--- config.mk ---
export PLATFORM = sky130hd
export DESIGN_NAME = periodic_timer
export DESIGN_NICKNAME = d
export VERILOG_FILES = /design/src/common/periodic_timer_pkg.sv /design/src/design/periodic_timer.sv
export SDC_FILE = /design/constraint.sdc
export NUM_CORES = 1
export LEC_CHECK = 0
export BUFFER_PORTS_ARGS = -buffer_cell sky130_fd_sc_hd__buf_2
export CORE_MARGIN = 2
export CORE_UTILIZATION = 30
export CTS_BUF_LIST = sky130_fd_sc_hd__clkbuf_16
export CTS_CLUSTER_SIZE = 20
export DETAILED_ROUTE_END_ITERATION = 10
export GPL_ROUTABILITY_DRIVEN = 0
export MAX_ROUTING_LAYER = met4
export PLACE_DENSITY = 0.46
export SLEW_MARGIN = 20
export SYNTH_ARGS = -nofsm -noshare
export SYNTH_HDL_FRONTEND = slang
export SYNTH_SLANG_ARGS = --single-unit
--- constraint.sdc ---
create_clock -name mclk -period 3.1 [get_ports mclk]
set_input_delay 0.31 -clock mclk [delete_from_list [all_inputs] [get_ports mclk]]
set_output_delay 0.31 -clock mclk [all_outputs]
set_load 0.005 [all_outputs]
--- src/common/periodic_timer_pkg.sv ---
/*
 Package for the periodic timer: register indices, field positions,
 mode and clock-source encodings, and the packed carriers.
 Assumes a classic Wishbone slave with 32-bit data, one register a word.
*/
package periodic_timer_pkg;
   localparam int CNT_W = 10;

   // Register byte addresses (one aligned word each)
   localparam logic [4:0] ADDR_CNT_LO  = 5'h00;
   localparam logic [4:0] ADDR_CNT_HI  = 5'h04;
   localparam logic [4:0] ADDR_CMPA_LO = 5'h08;
   localparam logic [4:0] ADDR_CMPA_HI = 5'h0c;
   localparam logic [4:0] ADDR_PER_LO  = 5'h10;
   localparam logic [4:0] ADDR_PER_HI  = 5'h14;
   localparam logic [4:0] ADDR_CTL0    = 5'h18;
   localparam logic [4:0] ADDR_CTL1    = 5'h1c;

   // Control register zero fields
   localparam int C0_HOLD_BIT = 7;
   localparam int C0_CLK_HI   = 6;
   localparam int C0_CLK_LO   = 4;
   localparam int C0_RUN_BIT  = 3;
   localparam logic [7:0] C0_WMASK = 8'hf8;

   // Control register one fields
   localparam int C1_MODE_HI = 7;
   localparam int C1_MODE_LO = 6;
   localparam int C1_PIN_HI  = 5;
   localparam int C1_PIN_LO  = 4;
   localparam int C1_INIT    = 3;
   localparam int C1_INV     = 2;
   localparam int C1_CAPSRC  = 1;
   localparam int C1_CLRSRC  = 0;

   localparam logic [7:0] CTL_RESET = 8'h00;
   localparam logic [CNT_W-1:0] CNT_ZERO = 10'h000;
   localparam logic [CNT_W-1:0] CNT_MAX  = 10'h3ff;

   // Internal clock prescale division ratios
   localparam int DIV_SYS4  = 4;
   localparam int DIV_HI16  = 16;
   localparam int DIV_HI64  = 64;
   localparam int DIV_SUB   = 256;

   typedef enum logic [1:0] {
      MODE_CMP = 2'b00,
      MODE_CAP = 2'b01,
      MODE_PWM = 2'b10,
      MODE_TMR = 2'b11
   } op_mode_t;

   typedef enum logic [2:0] {
      CK_SYS4  = 3'b000,
      CK_SYS   = 3'b001,
      CK_HI16  = 3'b010,
      CK_HI64  = 3'b011,
      CK_SUBA  = 3'b100,
      CK_SUBB  = 3'b101,
      CK_EXTR  = 3'b110,
      CK_EXTF  = 3'b111
   } clk_src_t;

   typedef struct packed {
      logic       hold;
      clk_src_t   clk_sel;
      logic       run;
   } ctl0_t;

   typedef struct packed {
      op_mode_t   mode;
      logic [1:0] pin_fn;
      logic       init_lvl;
      logic       invert;
      logic       cap_src;
      logic       clr_src;
   } ctl1_t;

   typedef struct packed {
      logic       out;
      logic       oe;
   } pin_drive_t;
endpackage

--- src/design/periodic_timer.sv ---
/*
 Periodic timer: 10-bit up-counter, compare A and period comparators,
 compare output, PWM, single pulse, capture and timer modes.
 Assumes a classic Wishbone master on mclk; ext_clock_pin and
 capture_in_pin are asynchronous pins.
*/
`timescale 1ns/1ps
module periodic_timer
   import periodic_timer_pkg::*;
(
   input  wire logic        mclk,          // System clock, 100 MHz
   input  wire logic        resetn,        // Asynchronous reset, active low
   input  wire logic        clk_en,        // Freezes all state while low
   input  wire logic        hclk_tick,     // One-cycle tick of the high clock
   input  wire logic        subclk_tick,   // One-cycle tick of the subclock
   input  wire logic        wb_cyc_i,      // Wishbone cycle
   input  wire logic        wb_stb_i,      // Wishbone strobe
   input  wire logic        wb_we_i,       // Wishbone write enable
   input  wire logic [31:0] wb_adr_i,      // Wishbone byte address
   input  wire logic [31:0] wb_dat_i,      // Wishbone write data
   input  wire logic [3:0]  wb_sel_i,      // Wishbone byte selects
   output logic      [31:0] wb_dat_o,      // Wishbone read data
   output logic             wb_ack_o,      // Wishbone acknowledge
   output logic             wb_err_o,      // Wishbone error, unmapped address
   input  wire logic        ext_clock_pin, // External clock / trigger pin
   input  wire logic        capture_in_pin,// Capture input pin
   output logic             timer_out_pin, // Waveform output level
   output logic             timer_out_oe,  // High while the timer drives the pin
   output logic             match_a_flag,  // Pulse on compare A event
   output logic             match_p_flag,  // Pulse on period event
   output logic             capture_flag,  // Pulse on capture event
   output logic             timer_irq      // Pulse on any timer event
);
   ctl0_t            c0_r;
   ctl1_t            c1_r;
   logic [CNT_W-1:0] cnt_r;
   logic [CNT_W-1:0] cmpa_r;
   logic [CNT_W-1:0] per_r;
   logic             run_d_r;
   logic             out_r;
   logic [7:0]       div_r;
   logic [2:0]       ext_s_r;
   logic [2:0]       cap_s_r;
   logic             ack_r;
   logic             err_r;
   logic [31:0]      rdat_r;
   logic             fa_r, fp_r, fc_r;

   // Pin synchronisers; stage 0 feeds stage 1 only
   always_ff @(posedge mclk or negedge resetn) begin
      if (!resetn) begin
         ext_s_r <= 3'h0;
         cap_s_r <= 3'h0;
      end else if (clk_en) begin
         ext_s_r <= {ext_s_r[1:0], ext_clock_pin};
         cap_s_r <= {cap_s_r[1:0], capture_in_pin};
      end
   end

   wire ext_rise = ext_s_r[1] & ~ext_s_r[2];
   wire ext_fall = ~ext_s_r[1] & ext_s_r[2];
   wire cap_rise = cap_s_r[1] & ~cap_s_r[2];
   wire cap_fall = ~cap_s_r[1] & cap_s_r[2];

   // Prescaler for the divided internal sources: system/4, high clock /16 and /64
   always_ff @(posedge mclk or negedge resetn) begin
      if (!resetn)
         div_r <= 8'h00;
      else if (clk_en)
         div_r <= div_r + 8'h01;
   end

   function automatic logic div_hit(input logic [7:0] d, input int n);
      div_hit = (d & 8'(n - 1)) == 8'h00;
   endfunction

   logic tick;
   always_comb begin
      case (c0_r.clk_sel)
         CK_SYS4: tick = div_hit(div_r, DIV_SYS4);
         CK_SYS:  tick = 1'b1;
         CK_HI16: tick = hclk_tick & div_hit(div_r, DIV_HI16);
         CK_HI64: tick = hclk_tick & div_hit(div_r, DIV_HI64);
         CK_SUBA: tick = subclk_tick;
         CK_SUBB: tick = subclk_tick;
         CK_EXTR: tick = ext_rise;
         CK_EXTF: tick = ext_fall;
         default: tick = 1'b0;
      endcase
   end

   wire mode_cmp = c1_r.mode == MODE_CMP;
   wire mode_cap = c1_r.mode == MODE_CAP;
   wire mode_pwm = c1_r.mode == MODE_PWM;
   wire mode_tmr = c1_r.mode == MODE_TMR;
   wire pulse_md = mode_pwm && (c1_r.pin_fn == 2'b11);

   wire run_rise = c0_r.run & ~run_d_r;
   wire advance  = c0_r.run & ~c0_r.hold & tick;
   wire hit_a    = cnt_r == cmpa_r;
   wire hit_p    = cnt_r == per_r;
   wire ev_a     = advance & hit_a;
   wire ev_p     = advance & hit_p;
   wire ovf      = advance & (cnt_r == CNT_MAX);

   // Clear source selection per mode
   logic clr_now;
   always_comb begin
      if (mode_cmp || mode_tmr) begin
         if (c1_r.clr_src)
            clr_now = ev_a;
         else
            clr_now = (per_r == CNT_ZERO) ? ovf : ev_p;
      end else if (pulse_md)
         clr_now = 1'b0;
      else
         clr_now = (per_r == CNT_ZERO) ? ovf : ev_p;
   end

   // Event flags; period flag is suppressed when compare A clears
   wire set_a = ev_a & ~mode_cap;
   wire set_p = ev_p & ~((mode_cmp | mode_tmr) & c1_r.clr_src);
   wire cap_edge_pin = c1_r.cap_src ? ext_s_r[1] : cap_s_r[1];
   wire cap_r_any = c1_r.cap_src ? ext_rise : cap_rise;
   wire cap_f_any = c1_r.cap_src ? ext_fall : cap_fall;
   logic cap_ev;
   always_comb begin
      case (c1_r.pin_fn)
         2'b00:   cap_ev = cap_r_any;
         2'b01:   cap_ev = cap_f_any;
         2'b10:   cap_ev = cap_r_any | cap_f_any;
         default: cap_ev = 1'b0;
      endcase
   end
   wire capture = mode_cap & c0_r.run & cap_ev;

   // Counter: software only clears it through the run rise
   always_ff @(posedge mclk or negedge resetn) begin
      if (!resetn) begin
         cnt_r   <= CNT_ZERO;
         run_d_r <= 1'b0;
      end else if (clk_en) begin
         run_d_r <= c0_r.run;
         if (run_rise)
            cnt_r <= CNT_ZERO;
         else if (clr_now)
            cnt_r <= CNT_ZERO;
         else if (advance)
            cnt_r <= cnt_r + 10'h001;
      end
   end

   // Compare output: level requested equal to current level leaves it alone
   logic out_nxt;
   always_comb begin
      out_nxt = out_r;
      if (run_rise && mode_cmp)
         out_nxt = c1_r.init_lvl;
      else if (ev_a && mode_cmp) begin
         case (c1_r.pin_fn)
            2'b01:   out_nxt = 1'b0;
            2'b10:   out_nxt = 1'b1;
            2'b11:   out_nxt = ~out_r;
            default: out_nxt = out_r;
         endcase
      end
   end

   always_ff @(posedge mclk or negedge resetn) begin
      if (!resetn)
         out_r <= 1'b0;
      else if (clk_en)
         out_r <= out_nxt;
   end

   // PWM duty: active while counter below compare A, full at or above period
   wire pwm_act = (cnt_r < cmpa_r) | ((per_r != CNT_ZERO) & (cmpa_r >= per_r));
   logic act;
   always_comb begin
      case (c1_r.pin_fn)
         2'b00:   act = 1'b0;
         2'b01:   act = 1'b1;
         2'b10:   act = pwm_act & c0_r.run;
         default: act = c0_r.run;
      endcase
   end
   wire pwm_lvl = c1_r.init_lvl ? act : ~act;
   wire base    = mode_pwm ? pwm_lvl : out_r;

   always_ff @(posedge mclk or negedge resetn) begin
      if (!resetn) begin
         timer_out_pin <= 1'b0;
         timer_out_oe  <= 1'b0;
      end else if (clk_en) begin
         timer_out_pin <= base ^ c1_r.invert;
         timer_out_oe  <= ~mode_tmr & ~mode_cap;
      end
   end

   // Bus decode
   wire        req    = wb_cyc_i & wb_stb_i & ~ack_r & ~err_r;
   wire [4:0]  adr    = wb_adr_i[4:0];
   wire        mapped = (wb_adr_i[31:5] == 27'h0) & (adr[1:0] == 2'b00);
   wire        wr     = req & mapped & wb_we_i & wb_sel_i[0];
   wire [7:0]  wd     = wb_dat_i[7:0];
   wire        wr_c0  = wr & (adr == ADDR_CTL0);
   wire        wr_c1  = wr & (adr == ADDR_CTL1);

   // Pulse mode: external active edge sets run, compare A clears it
   wire ext_trig = pulse_md & ~c0_r.run &
                   (c0_r.clk_sel == CK_EXTF ? ext_fall : ext_rise);

   always_ff @(posedge mclk or negedge resetn) begin
      if (!resetn) begin
         c0_r   <= ctl0_t'(CTL_RESET[7:3]);
         c1_r   <= ctl1_t'(CTL_RESET);
         cmpa_r <= CNT_ZERO;
         per_r  <= CNT_ZERO;
      end else if (clk_en) begin
         if (wr_c0)
            c0_r <= ctl0_t'(wd[C0_HOLD_BIT:C0_RUN_BIT]);
         else if (pulse_md && ev_a)
            c0_r.run <= 1'b0;
         else if (ext_trig)
            c0_r.run <= 1'b1;
         if (wr_c1)
            c1_r <= ctl1_t'(wd);
         if (capture)
            cmpa_r <= cnt_r;
         else if (wr && adr == ADDR_CMPA_LO)
            cmpa_r[7:0] <= wd;
         else if (wr && adr == ADDR_CMPA_HI)
            cmpa_r[CNT_W-1:8] <= wd[1:0];
         if (wr && adr == ADDR_PER_LO)
            per_r[7:0] <= wd;
         else if (wr && adr == ADDR_PER_HI)
            per_r[CNT_W-1:8] <= wd[1:0];
      end
   end

   logic [7:0] rd;
   always_comb begin
      case (adr)
         ADDR_CNT_LO:  rd = cnt_r[7:0];
         ADDR_CNT_HI:  rd = {6'h00, cnt_r[CNT_W-1:8]};
         ADDR_CMPA_LO: rd = cmpa_r[7:0];
         ADDR_CMPA_HI: rd = {6'h00, cmpa_r[CNT_W-1:8]};
         ADDR_PER_LO:  rd = per_r[7:0];
         ADDR_PER_HI:  rd = {6'h00, per_r[CNT_W-1:8]};
         ADDR_CTL0:    rd = {c0_r, 3'h0};
         ADDR_CTL1:    rd = c1_r;
         default:      rd = 8'h00;
      endcase
   end

   // Events pulse for one cycle; the interrupt controller latches them
   always_ff @(posedge mclk or negedge resetn) begin
      if (!resetn) begin
         ack_r  <= 1'b0;
         err_r  <= 1'b0;
         rdat_r <= 32'h0;
         fa_r   <= 1'b0;
         fp_r   <= 1'b0;
         fc_r   <= 1'b0;
      end else if (clk_en) begin
         ack_r  <= req & mapped;
         err_r  <= req & ~mapped;
         rdat_r <= (req & mapped & ~wb_we_i) ? {24'h0, rd} : 32'h0;
         fa_r   <= set_a;
         fp_r   <= set_p;
         fc_r   <= capture;
      end
   end

   assign wb_ack_o     = ack_r;
   assign wb_err_o     = err_r;
   assign wb_dat_o     = rdat_r;
   assign match_a_flag = fa_r;
   assign match_p_flag = fp_r;
   assign capture_flag = fc_r;
   assign timer_irq    = fa_r | fp_r | fc_r;

   wire unused_ok = cap_edge_pin;
endmodule

==> results.cfg <==
[yosys]
yosys.area_share.simple_pct = 17.55
synthAdderAreaFrac_pct = 7.202
synth_ff_type = dfrtp_1
synth.avg_cell_area_sq_um = 9.381
netlist_area_sq_um = 4691
yosys.area.top_type = dfrtp_1
syn_inst = 500
ys_warn_count = 0
synth-seq-cells = 72
synthTopCellsByArea = dfrtp_1 38%, ha_1 7.2%, mux2_2 6.2%
synth_compound_area_share_pct = 14.14
async_reset_ff_share_pct = 100.0
synth.yosys.seq_area_share_pct = 38.41
yosysUniqueCellTypes = 62
synthMuxAreaShare_pct = 10.59
synth_top_family_by_area = simple AND/OR/NAND/NOR gates
synth-edff-count = 0
synth_xor_area_share_pct = 3.548
yosys.area.top_type_share_pct = 38.41

[clocking]
clockRootBuffer = clkbuf_16
ctsResizeCount = 0
cts_tree = built
clock_path_buffers = 2
post_cts_buffers = 0
cts_max_level = 3
cts_buffers = 9
clk_latency_ns = 0.35
ctsHoldBuffers = 0
clkSinkCount = 72
path_clk_slew_ns = 0.06

[placement]
portBuffers = 66
place_area_sq_um = 5205
dp_hpwl_um = 10310

[cells_and_area]
antennaDiodeCount = 0
layout-drive-gt1-share_pct = 23.48
multi_input_area_sq_um = 2581
seq_area_sq_um = 1802
area_growth_pct = 17.20
fin_area_sq_um = 5498
layout_common_cells = 72 x dfrtp_1, 65 x buf_2, 54 x nand2_1
fillCellCount = 1574
final_common_cell = dfrtp_1
fin_nets = 675

[power]
cellPowerDensity_nw_per_um2 = 424.6
p_leak_nw = 2.594
ir_worst_vdd_v = 0.0002539

[critical_path]
rrSetupSlack_ns = 0.48
critPathRequiredTime_ns = 3.34
reg2reg_to = timer_out_pin
cp_max_fo = 4
worst-r2r-cell-count = 8
start_kind = flip-flop
critPathCaptureType = flip-flop
cp_cell_sequence = inv_1 -> ha_1 -> a211oi_1 -> nand2_1 -> o311a_1 -> o31a_1 -> or4_1 -> a31o_1
path_class = flip-flop to flip-flop
worstReg2RegStart = per_r[8]
crit_start = per_r[8]
cp_slowest_cell = dfrtp_1
slowest_delay_ns = 0.41
worst_ep_arrival_time_ns = 2.85
crit_end = timer_out_pin

[routing]
drt-vias-per-instance = 4.902
drt-initial-drc-count = 248
wl_per_cell_um = 17.10
ant_nets = 0
routed_wl_um = 13440
drc = 0
dr.pass1.iters = 4
vias = 3853

[global_routing]
grt_antenna_before_repair = 0
grt_pass1_wl_um = 20810
grt_pass1_vias = 3689
overflow = 0
grt_use_total_pct = 17.10
grt_start_max_net_pins = 73

[die]
die_area_sq_um = 16650
io_pins = 118
coreArea_sq_um = 15260
die_w_um = 129.0
start_util_pct = 30.74
rows = 45
die_y_um = 129.0

[timing]
final-max-slew-violation-count = 0
fmax_mhz = 382.2
worst_pin_slew_ns = 0.9460
slew_headroom_pct = 36.94
tns_ns = 0
rsz0062_at_grt = false
period_share_pct = 84.39
finalCriticalPeriod_ns = 2.616
hold_viol = 0
setup_viol = 0
whs_ns = 0.1140
fin_skew_ns = 0.007817

[flow_run]
cap_violations = 0

[hold_path]
hp-class = primary input to asynchronous set/reset pin

[status]
status = completed
routing by layer:
layer | track usage (%) | wire, um | vias to the layer above
met5 | - | 0 | -
met1 | 22.36 | 6260 | 1847
met4 | 5.946 | 221 | 0
met2 | 27.23 | 6250 | 120
li1 | - | - | 1872
met3 | 2.477 | 711 | 14
registers in the layout, summed over array words and instances (netlist names), 3 cells and up:
name      flops
cmpa_r       10
cnt_r        10
per_r        10
c1_r          8
wb_dat_o      8
div_r         6
c0_r          5
cap_s_r       3
ext_s_r       3
layout make-up:
| class | instances | area share (%) |
|---|---|---|
| sequential | 72 | 32.77 |
| multi-input combinational | 375 | 46.95 |
| inverter | 31 | 2.117 |
| timing repair buffer | 81 | 8.102 |
| clock buffer | 9 | 4.096 |
| clock inverter | 7 | 1.161 |
| tap | 211 | 4.802 |
Yosys cell counts, types with 9 or more instances:
cell,n
xnor2_1,9
nand4_1,12
clkbuf_1,11
nor2_1,29
a21oi_1,16
dfrtp_1,72
nand2_1,54
ha_1,27
nor4_1,12
mux2_2,26
buf_4,26
xor2_1,10
inv_1,30
o21ai_0,26
nand3_1,12
mux2i_1,17
cell families after synthesis:
family,after synthesis
simple gates,162
buf+inv,76
flops,72
xor+xnor,19
compound gates,98
mux,45
fa+ha+maj,27
other cells,1
metrics by stage:
stage	utilization [%]	total power [mW]	std cells	worst slack, ns
floorplan	-	1.225	523	0.7987
global placement	34.11	1.314	770	0.5566
detailed placement	34.11	1.320	770	0.5423
CTS	36.01	2.366	786	0.5079
global route	36.03	2.445	786	0.4263
finish	36.03	2.334	786	0.4838
worst max-delay path: cells and delay by family (launching register included):
family	cells	cell delay, ns
simple gates	2	0.50
buf+inv	1	0.10
fa+ha+maj	1	0.30
compound gates	4	1.21
flops	1	0.41
how the worst min path moves through the flow:
stage,startpoint,to,slack [ns]
2_1_floorplan,resetn,c0_r[0],0.01
6_report,resetn,ext_s_r[0],0.11
4_1_cts,resetn,ext_s_r[0],0.16
3_3_place_gp,div_r[5],div_r[5],0.46
5_1_grt,ext_clock_pin,ext_s_r[0],0.20
3_5_place_dp,div_r[5],div_r[5],0.46
where the power goes:
group          switching [mW]  leakage, nW  internal (mW)
Clock                   0.418        0.148          0.617
Combinational           0.142         1.52          0.109
Sequential             0.0527        0.922          0.995
Note: power is estimated with default switching activity, not from simulation.
